--- src/shared/video_capture_consts.vh ---
// Purpose: shared constants of the capture window timing block
// Assumes: 20 MHz system clock, pixel rate made by a phase accumulator
// Notes: definitions only
`ifndef VIDEO_CAPTURE_CONSTS_VH
`define VIDEO_CAPTURE_CONSTS_VH
// ****************************************
// clock and pixel rates
// ****************************************
`define SYS_CLK_HZ 64'd20000000
`define PAL_PIX_HZ 64'd14700000
`define NTSC_PIX_HZ 64'd12272725
`define PHASE_BITS 32
// ****************************************
// line and frame geometry
// ****************************************
`define PAL_LINE_TOTAL 10'h3b0
`define PAL_LINE_START 10'h098
`define PAL_LINE_ACTIVE 10'h300
`define PAL_FIELD_START 10'h035
`define PAL_FRAME_TOTAL 10'h271
`define NTSC_LINE_TOTAL 10'h30c
`define NTSC_LINE_START 10'h076
`define NTSC_LINE_ACTIVE 10'h280
`define NTSC_FIELD_START 10'h011
`define NTSC_FRAME_TOTAL 10'h20d
// ****************************************
// configuration map over the serial link
// ****************************************
`define CFG_REGS 9
`define CFG_MODE 4'h0
`define CFG_X_LO 4'h1
`define CFG_X_HI 4'h2
`define CFG_W_LO 4'h3
`define CFG_W_HI 4'h4
`define CFG_Y_LO 4'h5
`define CFG_Y_HI 4'h6
`define CFG_H_LO 4'h7
`define CFG_H_HI 4'h8
`define MODE_NTSC_BIT 0
`define MODE_CAPTURE_BIT 1
`define CFG_RESET_VAL 8'h00
`define CFG_SIZE_RESET 8'hff
`define DEV_ADDR 7'h2a
`endif

--- src/video_capture_window_timing.v ---
// Purpose: capture window timing, serial configuration and pixel capture
// Assumes: digitized rgb arrives on i_mclk; serial link pins are asynchronous
// Notes: pixel rate is a one-cycle enable from a phase accumulator
//
// Contract
// - PAL or NTSC choice comes from a serial link command, sent before capture.
// - Host programs the captured rectangle; only pixels inside it are captured.
// - Only the selected region goes out in rgb to both converters.
// - PAL: 14.7 MHz pixels, line total 944, start 152, active 768.
// - NTSC: 12.272725 MHz pixels, line total 780, start 118, active 640.
// - NTSC: field active from line 17, frame 525 lines, 29.97 Hz.
// - Video converter returns a feedback signal to the capture logic.
`timescale 1ns/1ps
`include "video_capture_consts.vh"

// ****************************************
// small fifo with registered output
// ****************************************
module capture_fifo #(
    parameter WIDTH = 24,
    parameter DEPTH = 4,
    parameter AW = 2
) (
    input wire i_mclk,
    input wire i_sys_rst,
    input wire i_in_valid,
    output wire o_in_ready,
    input wire [WIDTH-1:0] i_in_data,
    output reg o_out_valid,
    input wire i_out_ready,
    output reg [WIDTH-1:0] o_out_data
);
    reg [WIDTH-1:0] mem [0:DEPTH-1];
    reg [AW-1:0] wr_ptr;
    reg [AW-1:0] rd_ptr;
    reg [AW:0] count;
    wire push;
    wire pop;
    // honest full and empty
    assign o_in_ready = (count != DEPTH[AW:0]);
    assign push = i_in_valid && o_in_ready;
    assign pop = (count != {(AW+1){1'b0}}) && (!o_out_valid || i_out_ready);
    // storage, pointers and output stage
    always @(posedge i_mclk) begin
        if (i_sys_rst) begin
            wr_ptr <= {AW{1'b0}};
            rd_ptr <= {AW{1'b0}};
            count <= {(AW+1){1'b0}};
            o_out_valid <= 1'b0;
            o_out_data <= {WIDTH{1'b0}};
        end else begin
            if (push) begin
                mem[wr_ptr] <= i_in_data;
                wr_ptr <= wr_ptr + 1'b1;
            end
            if (pop) begin
                o_out_data <= mem[rd_ptr];
                rd_ptr <= rd_ptr + 1'b1;
                o_out_valid <= 1'b1;
            end else if (i_out_ready) begin
                o_out_valid <= 1'b0;
            end
            count <= count + {{AW{1'b0}}, push} - {{AW{1'b0}}, pop};
        end
    end
endmodule // capture_fifo

// ****************************************
// top: timing, configuration, capture
// ****************************************
module video_capture_window_timing #(
    parameter RGB_W = 24,
    parameter FIFO_DEPTH = 4,
    parameter FIFO_AW = 2,
    parameter [6:0] DEV_ADDR = `DEV_ADDR
) (
    input wire i_mclk,
    input wire i_sys_rst,
    input wire i_scl,
    input wire i_sda,
    output reg o_sda_out,
    output reg o_sda_oe,
    input wire [RGB_W-1:0] i_rgb,
    input wire i_cvid_feedback,
    input wire i_cvid_ready,
    input wire i_prn_ready,
    output wire [RGB_W-1:0] o_rgb,
    output wire o_rgb_valid,
    output reg o_line_active,
    output reg o_field,
    output reg o_frame_start,
    output reg o_ntsc_mode,
    output reg o_converter_locked,
    output reg o_overrun
);
    localparam [63:0] PAL_INC = (`PAL_PIX_HZ << `PHASE_BITS) / `SYS_CLK_HZ;
    localparam [63:0] NTSC_INC = (`NTSC_PIX_HZ << `PHASE_BITS) / `SYS_CLK_HZ;
    localparam [2:0] S_IDLE = 3'h0;
    localparam [2:0] S_ADDR = 3'h1;
    localparam [2:0] S_ACK_A = 3'h2;
    localparam [2:0] S_PTR = 3'h3;
    localparam [2:0] S_ACK_P = 3'h4;
    localparam [2:0] S_DATA = 3'h5;
    localparam [2:0] S_ACK_D = 3'h6;

    // ****************************************
    // pin synchronisers, three stages
    // ****************************************
    reg [2:0] scl_sync;
    reg [2:0] sda_sync;
    reg [2:0] fb_sync;
    reg scl_q;
    reg sda_q;
    reg scl_d;
    reg sda_d;
    // a change counts once stages two and three agree
    always @(posedge i_mclk) begin
        if (i_sys_rst) begin
            scl_sync <= 3'h7;
            sda_sync <= 3'h7;
            fb_sync <= 3'h0;
            scl_q <= 1'b1;
            sda_q <= 1'b1;
            scl_d <= 1'b1;
            sda_d <= 1'b1;
            o_converter_locked <= 1'b0;
        end else begin
            scl_sync <= {scl_sync[1:0], i_scl};
            sda_sync <= {sda_sync[1:0], i_sda};
            fb_sync <= {fb_sync[1:0], i_cvid_feedback};
            if (scl_sync[2] == scl_sync[1]) scl_q <= scl_sync[2];
            if (sda_sync[2] == sda_sync[1]) sda_q <= sda_sync[2];
            if (fb_sync[2] == fb_sync[1]) o_converter_locked <= fb_sync[2];
            scl_d <= scl_q;
            sda_d <= sda_q;
        end
    end
    wire scl_rise = scl_q && !scl_d;
    wire scl_fall = !scl_q && scl_d;
    wire bus_start = scl_q && scl_d && sda_d && !sda_q;
    wire bus_stop = scl_q && scl_d && !sda_d && sda_q;

    // ****************************************
    // serial configuration slave, write only
    // ****************************************
    reg [2:0] state;
    reg [3:0] bit_cnt;
    reg [7:0] shreg;
    reg [3:0] ptr;
    reg [7:0] cfg [0:`CFG_REGS-1];
    integer k;
    // link driven by the bridge; commands stored here
    always @(posedge i_mclk) begin
        if (i_sys_rst) begin
            state <= S_IDLE;
            bit_cnt <= 4'h0;
            shreg <= 8'h00;
            ptr <= 4'h0;
            o_sda_oe <= 1'b0;
            o_sda_out <= 1'b0;
            for (k = 0; k < `CFG_REGS; k = k + 1) begin
                cfg[k] <= `CFG_RESET_VAL;
            end
            cfg[`CFG_W_LO] <= `CFG_SIZE_RESET;
            cfg[`CFG_W_HI] <= `CFG_SIZE_RESET;
            cfg[`CFG_H_LO] <= `CFG_SIZE_RESET;
            cfg[`CFG_H_HI] <= `CFG_SIZE_RESET;
        end else if (bus_stop) begin
            state <= S_IDLE;
            o_sda_oe <= 1'b0;
        end else if (bus_start) begin
            state <= S_ADDR;
            bit_cnt <= 4'h0;
            o_sda_oe <= 1'b0;
        end else if (scl_rise && (state == S_ADDR || state == S_PTR || state == S_DATA)) begin
            shreg <= {shreg[6:0], sda_q};
            bit_cnt <= bit_cnt + 4'h1;
        end else if (scl_fall) begin
            case (state)
                S_ADDR: begin
                    if (bit_cnt == 4'h8) begin
                        bit_cnt <= 4'h0;
                        if (shreg[7:1] == DEV_ADDR && !shreg[0]) begin
                            o_sda_oe <= 1'b1;
                            state <= S_ACK_A;
                        end else begin
                            state <= S_IDLE;
                        end
                    end
                end
                S_PTR: begin
                    if (bit_cnt == 4'h8) begin
                        bit_cnt <= 4'h0;
                        ptr <= shreg[3:0];
                        o_sda_oe <= 1'b1;
                        state <= S_ACK_P;
                    end
                end
                S_DATA: begin
                    if (bit_cnt == 4'h8) begin
                        bit_cnt <= 4'h0;
                        if (ptr < `CFG_REGS) cfg[ptr] <= shreg;
                        ptr <= ptr + 4'h1;
                        o_sda_oe <= 1'b1;
                        state <= S_ACK_D;
                    end
                end
                S_ACK_A: begin
                    o_sda_oe <= 1'b0;
                    state <= S_PTR;
                end
                S_ACK_P, S_ACK_D: begin
                    o_sda_oe <= 1'b0;
                    state <= S_DATA;
                end
                default: begin
                    o_sda_oe <= 1'b0;
                end
            endcase
        end
    end

    // ****************************************
    // live settings, taken at frame start
    // ****************************************
    reg cap_en;
    reg [9:0] x_start;
    reg [9:0] x_width;
    reg [9:0] y_start;
    reg [9:0] y_height;
    reg [9:0] line_total;
    reg [9:0] line_start;
    reg [9:0] line_active;
    reg [9:0] field_start;
    reg [9:0] frame_total;
    reg [31:0] phase;
    reg pix_en;
    reg [9:0] hcnt;
    reg [9:0] vcnt;
    wire [9:0] half_frame = (frame_total + 10'h001) >> 1;
    wire line_end = (hcnt == line_total - 10'h001);
    wire frame_end = line_end && (vcnt == frame_total - 10'h001);
    wire [9:0] field_line = o_field ? (vcnt - half_frame) : vcnt;
    wire [9:0] hx = hcnt - line_start;
    wire [9:0] vy = field_line - field_start;
    wire in_line = (hcnt >= line_start) && (hx < line_active);
    wire in_field = (field_line >= field_start);
    // rectangle compare within the active region
    wire in_rect = in_line && in_field && (hx >= x_start) && (hx - x_start < x_width)
        && (vy >= y_start) && (vy - y_start < y_height);
    // pixel rate enable from a phase accumulator
    always @(posedge i_mclk) begin
        if (i_sys_rst) begin
            phase <= 32'h0000_0000;
            pix_en <= 1'b0;
        end else if (o_ntsc_mode) begin
            {pix_en, phase} <= {1'b0, phase} + {1'b0, NTSC_INC[31:0]};
        end else begin
            {pix_en, phase} <= {1'b0, phase} + {1'b0, PAL_INC[31:0]};
        end
    end
    // line and frame counters, settings reload at frame end
    always @(posedge i_mclk) begin
        if (i_sys_rst) begin
            hcnt <= 10'h000;
            vcnt <= 10'h000;
            o_field <= 1'b0;
            o_frame_start <= 1'b0;
            o_line_active <= 1'b0;
            o_ntsc_mode <= 1'b0;
            cap_en <= 1'b0;
            x_start <= 10'h000;
            x_width <= 10'h3ff;
            y_start <= 10'h000;
            y_height <= 10'h3ff;
            line_total <= `PAL_LINE_TOTAL;
            line_start <= `PAL_LINE_START;
            line_active <= `PAL_LINE_ACTIVE;
            field_start <= `PAL_FIELD_START;
            frame_total <= `PAL_FRAME_TOTAL;
        end else begin
            o_frame_start <= 1'b0;
            if (pix_en) begin
                o_line_active <= in_line && in_field;
                hcnt <= line_end ? 10'h000 : hcnt + 10'h001;
                if (line_end) vcnt <= frame_end ? 10'h000 : vcnt + 10'h001;
                if (line_end && vcnt == half_frame - 10'h001) o_field <= 1'b1;
                if (frame_end) begin
                    o_field <= 1'b0;
                    o_frame_start <= 1'b1;
                    // standard taken from the link command
                    o_ntsc_mode <= cfg[`CFG_MODE][`MODE_NTSC_BIT];
                    cap_en <= cfg[`CFG_MODE][`MODE_CAPTURE_BIT];
                    x_start <= {cfg[`CFG_X_HI][1:0], cfg[`CFG_X_LO]};
                    x_width <= {cfg[`CFG_W_HI][1:0], cfg[`CFG_W_LO]};
                    y_start <= {cfg[`CFG_Y_HI][1:0], cfg[`CFG_Y_LO]};
                    y_height <= {cfg[`CFG_H_HI][1:0], cfg[`CFG_H_LO]};
                    if (cfg[`CFG_MODE][`MODE_NTSC_BIT]) begin
                        line_total <= `NTSC_LINE_TOTAL;
                        line_start <= `NTSC_LINE_START;
                        line_active <= `NTSC_LINE_ACTIVE;
                        field_start <= `NTSC_FIELD_START;
                        frame_total <= `NTSC_FRAME_TOTAL;
                    end else begin
                        line_total <= `PAL_LINE_TOTAL;
                        line_start <= `PAL_LINE_START;
                        line_active <= `PAL_LINE_ACTIVE;
                        field_start <= `PAL_FIELD_START;
                        frame_total <= `PAL_FRAME_TOTAL;
                    end
                end
            end
        end
    end

    // ****************************************
    // pixel capture into the fifo
    // ****************************************
    reg cap_valid;
    reg [RGB_W-1:0] cap_data;
    wire fifo_ready;
    // only window pixels, once the converter reports lock
    always @(posedge i_mclk) begin
        if (i_sys_rst) begin
            cap_valid <= 1'b0;
            cap_data <= {RGB_W{1'b0}};
            o_overrun <= 1'b0;
        end else begin
            cap_valid <= pix_en && in_rect && cap_en && o_converter_locked;
            cap_data <= i_rgb;
            if (o_frame_start) o_overrun <= 1'b0;
            if (cap_valid && !fifo_ready) o_overrun <= 1'b1;
        end
    end
    capture_fifo #(
        .WIDTH(RGB_W),
        .DEPTH(FIFO_DEPTH),
        .AW(FIFO_AW)
    ) u_fifo (
        .i_mclk(i_mclk),
        .i_sys_rst(i_sys_rst),
        .i_in_valid(cap_valid),
        .o_in_ready(fifo_ready),
        .i_in_data(cap_data),
        .o_out_valid(o_rgb_valid),
        .i_out_ready(i_cvid_ready && i_prn_ready),
        .o_out_data(o_rgb)
    );
endmodule // video_capture_window_timing

--- config.mk ---
export PLATFORM = sky130hd
export DESIGN_NAME = video_capture_window_timing
export DESIGN_NICKNAME = d
export VERILOG_FILES = /design/src/video_capture_window_timing.v
export VERILOG_INCLUDE_DIRS = /design/src /design/src/shared
export SDC_FILE = /design/constraint.sdc
export NUM_CORES = 1
export LEC_CHECK = 0
export BUFFER_PORTS_ARGS = -buffer_cell sky130_fd_sc_hd__buf_2
export CELL_PAD_IN_SITES_DETAIL_PLACEMENT = 1
export CELL_PAD_IN_SITES_GLOBAL_PLACEMENT = 2
export CORE_MARGIN = 1
export CORE_UTILIZATION = 35
export DETAILED_ROUTE_END_ITERATION = 10
export PLACE_DENSITY_LB_ADDON = 0.05
export RECOVER_POWER = 25
export SLEW_MARGIN = 25
export SYNTH_ARGS = -nofsm -noshare
export SYNTH_HDL_FRONTEND = slang
export SYNTH_SLANG_ARGS = --single-unit
--- constraint.sdc ---
create_clock -name i_mclk -period 7.6 [get_ports i_mclk]
set_clock_uncertainty 0.1 [all_clocks]
set_input_delay 0.76 -clock i_mclk [delete_from_list [all_inputs] [get_ports i_mclk]]
set_output_delay 0.76 -clock i_mclk [all_outputs]
set_load 0.01 [all_outputs]
### After elaboration in Yosys (flattened, before gate mapping)

Memory sizes are Yosys's and may differ from the RTL's. A register that Yosys moved wholly into a read port is not among the register bits.
Cells that the tools add are included.

| cells by class | value |
|---|---|
| add/sub/neg operators | 19 |
| $lt $le $gt $ge | 8 |
| equality and inequality tests | 24 |
| mux-type cells | 58 |
| bitwise gates (word level) | 8 |
| reduce and logical (&&, ||, !) cells | 61 |

Operators by type and width:

| kind | number |
|---|---|
| adder 32 x 32 -> 33 bit, second input constant | 2 |
| two-way mux 8 bit | 7 |
| >= comparator 10 bit | 4 |
| subtractor 10 bit | 4 |
| two-way mux 32 bit | 1 |
| two-way mux 4 bit | 8 |
| adder 10 x 1 -> 10 bit, second input constant | 3 |
| equality test 10 bit | 3 |
| less-than comparator 10 bit | 3 |
| two-way mux 10 bit | 3 |
| two-way mux 1 bit | 29 |
| logical AND 1 bit | 24 |
| subtractor 10 x 1 -> 10 bit, second input constant | 2 |
| case mux 3 bit (5 select lines) | 1 |
| AND reduction 6 bit | 2 |
| nonzero test 3 bit | 4 |
| != test 2 x 1 -> 1 bit, second input constant | 5 |
| nonzero test 2 bit | 5 |
| subtractor 10 x 9 -> 10 bit | 1 |
| subtractor 9 x 1 -> 10 bit, second input constant | 1 |
| equality test 3 bit, second input constant | 3 |
| two-way mux 3 bit | 3 |
| two-way mux 9 bit | 1 |
| != test 3 x 2 -> 1 bit, second input constant | 3 |
| other kinds (31) | 56 |

| storage, ports and cells | value |
|---|---|
| bits in registers | 176 |
| memory bits (writable) | 168 |
| input port bits | 31 |
| logic and storage cells | 215 |
| memories kept | 2 |

Memories:

| memory | depth | bits a word | read ports | clocked after memory_dff | wr ports | line | text |
|---|---|---|---|---|---|---|---|
| u_fifo.mem | 4 | 24 | 1 | 1 | 1 | video_capture_window_timing.v:33 | `reg [WIDTH-1:0] mem [0:DEPTH-1];` |
| cfg | 9 | 8 | 9 | 8 | 9 | video_capture_window_timing.v:150 | `` reg [7:0] cfg [0:`CFG_REGS-1]; `` |

### Longest topological paths before layout

| depth | value |
|---|---|
| word-level depth | 12 |
| mapped depth | 23 |
| depth with buffers taken out | 22 |

### Modules after synthesis

From an unflattened synthesis, not the netlist that was laid out.

| unflattened totals | value |
|---|---|
| cells, all modules | 1462 |
| area, all modules | 15576.2 µm² |

Modules (own cells, without submodules):

| module | times used | cells an instance | area an instance (µm²) | seq. area each (µm²) |
|---|---|---|---|---|
| video_capture_window_timing | 1 | 1228 | 10875.4 | 4324.1 |
| capture_fifo | 1 | 234 | 4700.8 | 3523.4 |

### Worst setup path after synthesis

Ideal clock, no wire load.

| timing path | value |
|---|---|
| path kind | reg2reg |
| from | register, netlist name o_ntsc_mode |
| to | register cap_valid |
| setup time | 60 ps |
| data arrival time | 5174 ps |
| required time | 7440 ps |
| path slack | 2267 ps |
| cell stages (with the launch flop) | 24 |
| period minus slack after synthesis | 5333 ps |
| cells stage by stage | dfxtp_1 -> clkinv_1 -> clkbuf_1 -> ha_1 -> a211oi_1 -> nor2_1 -> o21a_1 -> nor2_1 -> xnor2_1 -> mux2_2 -> ha_1 -> a31oi_1 -> xor2_1 -> ha_1 -> or3_1 -> a311oi_1 -> o31ai_1 -> a21oi_1 -> xnor2_1 -> ha_1 -> a221oi_1 -> o311ai_0 -> nor4_1 -> and3b_1 |

RTL lines:

| item | line | text |
|---|---|---|
| end signal, assigned | video_capture_window_timing.v:329 | `cap_valid <= pix_en && in_rect && cap_en && o_converter_locked;` |
| end, declared | video_capture_window_timing.v:319 | `reg cap_valid;` |

### Final worst setup path

| timing path | value |
|---|---|
| from | register field_start[2] |
| to | register cap_valid |

| on the way | value |
|---|---|
| word-level cells in the longest chain between the ends | 9 |
| elaborated cells between the ends (all ways) | 13 |
| classes of those cells | 2 x add/sub; 3 x order compare; 8 x reduce/logical |

RTL lines:

| item | line | text |
|---|---|---|
| start, declared | video_capture_window_timing.v:234 | `reg [9:0] field_start;` |
| start signal, assigned | video_capture_window_timing.v:279 | `` field_start <= `PAL_FIELD_START; `` |
| start signal, assigned | video_capture_window_timing.v:302 | `` field_start <= `NTSC_FIELD_START; `` |
| start signal, assigned | video_capture_window_timing.v:308 | `` field_start <= `PAL_FIELD_START; `` |
| parallel branches: the longest is 5 deep, another holds subtractor 10 bit | -- |  |
| logical AND 1 bit * | video_capture_window_timing.v:250 | `&& (vy >= y_start) && (vy - y_start < y_height);` |
| logical AND 1 bit * (3 in series) | video_capture_window_timing.v:329 |  |

Every way passes the cells marked *.
A chain may end at the register's enable or synchronous reset.

==> out/summary.txt <==
OUTCOME
---------------------------------------------------------------------------------
Result of the run .................................................. finished, violations left
Violations in the final reports .................................... max-capacitance violations, max-slew violations

POWER
---------------------------------------------------------------------------------
Peak ir drop on the vdd network ....................................   0.000176 V
Final Power ........................................................      4.05 mW
Power density normalized to cell area ..............................   232 nW/um2
Static Leak ........................................................      6.60 nW

TIMING
---------------------------------------------------------------------------------
Tightest Pin Transition ............................................      2.72 ns
Setup repair after global routing missed its margin ................           no
Final worst hold slack .............................................     0.295 ns
Worst slew slack as a fraction of its limit ........................       -81.5%
Final setup violation count ........................................            0
Minimum period implied by the final worst setup slack ..............      5.43 ns
Crit share post-route ..............................................        71.5%
Fmax achieved ......................................................    0.184 GHz
Number of max-slew violations in the final report ..................           95
Setup WS post-layout ...............................................      2.17 ns
Final number of hold-violating endpoints ...........................            0
Setup TNS after final layout .......................................         0 ns

FINAL LAYOUT
---------------------------------------------------------------------------------
Filler cells .......................................................        4,940
Net count, final ...................................................        1,687
Design area ........................................................   17,400 um2
Layout-stage area growth over the synthesis result .................        13.7%
Number of inserted diodes ..........................................            0
Fraction of layout cells with a size suffix above 1 ................        11.4%

ROUTING
---------------------------------------------------------------------------------
Vias after detailed routing ........................................       10,852
First-iteration detailed-routing DRC count .........................          426
First-pass DRT Iterations ..........................................            4
DRC violation count after routing ..................................            0
Total wirelength of the detailed-routed design .....................      37.1 mm
Via/cell ratio .....................................................         4.95
DRT antenna net count ..............................................            0
Avg WL per Cell ....................................................      16.9 um

SYNTHESIS
---------------------------------------------------------------------------------
Adder and majority cell fraction of the synthesized area ...........        6.61%
Multiplexer share of the synthesized area ..........................        4.21%
Compound-gate portion of the synthesized area ......................        11.5%
Synth Warn # .......................................................            0
Most repeated cell in the gate-level netlist after synthesis ....... sky130_fd_sc_hd__nand2_1
Cells taking the most area after synthesis ......................... sky130_fd_sc_hd__dfxtp_1, sky130_fd_sc_hd__edfxtp_1, sky130_fd_sc_hd__ha_1
Main combinational cell family by area after synthesis ............. simple AND/OR/NAND/NOR gates
Area fraction of the dominant cell type after synthesis ............        26.5%
Most frequent cells after synthesis ................................ sky130_fd_sc_hd__nand2_1, sky130_fd_sc_hd__dfxtp_1, sky130_fd_sc_hd__nor2_1
Register bit total from synthesis ..................................          329
Fraction of synthesis flops using an asynchronous set or reset pin .           0%
Synth cell types ...................................................           80
Cell count after synthesis .........................................        1,541
Cell type with the highest aggregate area in the netlist ........... sky130_fd_sc_hd__dfxtp_1
Number of flops mapped to enable cells by yosys ....................          126
Part of the Yosys area used for sequential elements ................        51.2%
Area share of xor/xnor cells in the synthesized design .............        5.37%
Post-Synthesis Cell Area ...........................................   15,300 um2
Post-synthesis average cell area ...................................     9.94 um2
Most used DFF post-synth ........................................... sky130_fd_sc_hd__dfxtp_1
Simple logic cell fraction of the synthesized area .................        17.0%

WORST SETUP PATH
---------------------------------------------------------------------------------
WP data required ...................................................      8.01 ns
Critical path startpoint category ..................................    flip-flop
Endpoint type of the worst setup path ..............................    flip-flop
Start-to-end type of the worst setup path ..........................   reg -> reg
Path depth of the worst reg2reg path ...............................           22
Data arrival at the endpoint of the critical path ..................      5.84 ns
Worst-path fanout max ..............................................           11

CLOCK TREE
---------------------------------------------------------------------------------
Clock tree from TritonCTS ..........................................        built
Post-CTS sizing ....................................................            0
Post-CTS Setup Inserts .............................................            0
H-tree lvl count ...................................................            2
Number of sinks on the clock net ...................................          329
CTS Root Cell ...................................................... sky130_fd_sc_hd__clkbuf_16
Maximum clock insertion buffer count ...............................            3
Number of buffers created by CTS ...................................           39
CTS Hold Bufs ......................................................            0
Clock latency of the later-clocked register in the worst-skew pair .      0.56 ns
Clock Pin Slew Worst Setup and Hold Paths ..........................      0.06 ns

GLOBAL ROUTE
---------------------------------------------------------------------------------
Total global routing overflow ......................................            0
Global-route wire length before repair .............................      61.1 mm
Vias in the first global route .....................................       11,372
GRT Total Usage ....................................................        17.3%
Pin count of the biggest net entering global routing ...............           68
Initial antenna violation count ....................................            0

JOB
---------------------------------------------------------------------------------
Max-capacitance violation count ....................................            2

HOLD PATH
---------------------------------------------------------------------------------
Number of instances on the worst hold path .........................            2
Min-delay worst type ...............................................    in -> reg

PLACED DESIGN
---------------------------------------------------------------------------------
Pre-CTS worst setup slack ..........................................      2.18 ns
Count of buffers inserted at the top-level ports ...................           62
Global placer's final weighted congestion ..........................        0.769
Placed instance area ...............................................   16,200 um2
Dpl hpwl ...........................................................      24.7 mm

DIE
---------------------------------------------------------------------------------
Overall die height .................................................       211 um
Starting Density ...................................................        35.5%
Total number of placement rows .....................................           76
Number of top-level pins ...........................................           64
Die width ..........................................................       211 um
Area of the die ....................................................   44,600 um2
Floorplan Core Area ................................................   43,200 um2

-- placed cells by master, fill, tap and decap left out, types with 10 or more instances in the layout --
| cell type | n |
|---|---|
| sky130_fd_sc_hd__a211oi_1 | 12 |
| sky130_fd_sc_hd__a21oi_1 | 105 |
| sky130_fd_sc_hd__a31oi_1 | 11 |
| sky130_fd_sc_hd__and2_1 | 12 |
| sky130_fd_sc_hd__buf_2 | 61 |
| sky130_fd_sc_hd__buf_4 | 10 |
| sky130_fd_sc_hd__clkbuf_1 | 15 |
| sky130_fd_sc_hd__clkbuf_16 | 39 |
| sky130_fd_sc_hd__dfxtp_1 | 202 |
| sky130_fd_sc_hd__edfxtp_1 | 126 |
| sky130_fd_sc_hd__ha_1 | 73 |
| sky130_fd_sc_hd__inv_1 | 77 |
| sky130_fd_sc_hd__mux4_2 | 24 |
| sky130_fd_sc_hd__nand2_1 | 209 |
| sky130_fd_sc_hd__nand2b_1 | 13 |
| sky130_fd_sc_hd__nand3_1 | 36 |
| sky130_fd_sc_hd__nand4_1 | 12 |
| sky130_fd_sc_hd__nor2_1 | 154 |
| sky130_fd_sc_hd__nor2b_1 | 37 |
| sky130_fd_sc_hd__nor3_1 | 21 |
| sky130_fd_sc_hd__o211ai_1 | 28 |
| sky130_fd_sc_hd__o21ai_0 | 53 |
| sky130_fd_sc_hd__or2_2 | 14 |
| sky130_fd_sc_hd__xnor2_1 | 50 |
| sky130_fd_sc_hd__xor2_1 | 44 |
-- power breakdown --
part / total [mW] / internal [mW] / switching, mW
Clock: 1.86 / 1.09 / 0.767
Combinational: 0.235 / 0.107 / 0.127
Sequential: 1.95 / 1.88 / 0.0728
Total: 4.05 / 3.08 / 0.967
-- worst max-delay path, stage by stage (launching register included) --
cell,delay (ns)
sky130_fd_sc_hd__dfxtp_1,0.37
sky130_fd_sc_hd__inv_1,0.24
sky130_fd_sc_hd__ha_1,0.46
sky130_fd_sc_hd__o21ai_0,0.11
sky130_fd_sc_hd__nor2_1,0.26
sky130_fd_sc_hd__o21a_1,0.18
sky130_fd_sc_hd__nor2_1,0.06
sky130_fd_sc_hd__xnor2_1,0.12
sky130_fd_sc_hd__mux2_2,0.28
sky130_fd_sc_hd__ha_1,0.32
sky130_fd_sc_hd__a31oi_1,0.23
sky130_fd_sc_hd__xor2_1,0.12
sky130_fd_sc_hd__ha_1,0.23
sky130_fd_sc_hd__or3_1,0.32
sky130_fd_sc_hd__a311oi_1,0.34
sky130_fd_sc_hd__o31ai_1,0.13
sky130_fd_sc_hd__a21oi_1,0.19
sky130_fd_sc_hd__xnor2_1,0.14
sky130_fd_sc_hd__ha_1,0.26
sky130_fd_sc_hd__a221oi_1,0.30
sky130_fd_sc_hd__o311ai_0,0.20
sky130_fd_sc_hd__nor4_1,0.23
sky130_fd_sc_hd__and3b_1,0.18
-- metal layers --
| metal | global-route usage (%) | wire (um) | share of wire (%) | vias up |
|---|---|---|---|---|
| li1 | - | - | - | 5453 |
| met1 | 23.9 | 18500 | 50 | 5233 |
| met2 | 27.6 | 16800 | 45 | 123 |
| met3 | 2.88 | 1130 | 3.1 | 43 |
| met4 | 5.17 | 685 | 1.8 | 0 |
| met5 | 0 | 0 | 0 | - |
-- logic make-up (layout without fill, tap and decap cells) --
logic type,count (synthesis),in the layout
AOI/OAI and AO/OA,283,283
xor gates and xnor gates,94,94
adders and majority gates,78,78
buffers and inverters,159,226
DFF,329,329
muxes,34,34
other,1,2
and+or+nand+nor,563,563
-- final cells by class --
| class | count | area, um2 | share of cell area [%] |
|---|---|---|---|
| sequential | 329 | 7850 | 45.1 |
| multi-input combinational | 1054 | 6870 | 39.4 |
| clock buffer | 55 | 1070 | 6.12 |
| tap | 585 | 732 | 4.20 |
| timing repair buffer | 73 | 388 | 2.23 |
| inverter | 81 | 304 | 1.74 |
| clock inverter | 17 | 214 | 1.23 |
-- flip-flops by register name, indices dropped and copies added (netlist names), 4 cells and up --
register / flops
hcnt: 10
phase: 32
y_start: 10
u_fifo.mem: 96
x_width: 10
cap_data: 24
cfg: 42
y_height: 10
vcnt: 10
shreg: 8
x_start: 10
u_fifo.o_out_data: 24
ptr: 4
bit_cnt: 4
-- worst paths after layout --
path	from	to	slack, ns
max	field_start[2]	cap_valid	2.17
min	i_scl	scl_sync[0]	0.29
max reg2reg	field_start[2]	cap_valid	2.17
min reg2reg	sda_sync[0]	sda_sync[1]	0.31
-- stage by stage --
stage | instances | util, %
global route | 2194 | 40.4
CTS | 2194 | 40.4
finish | 2194 | 40.4
detailed placement | 2122 | 37.4
global placement | 2122 | 37.4
floorplan | 1542 | -
No activity file was read; power rests on OpenSTA's default activity.
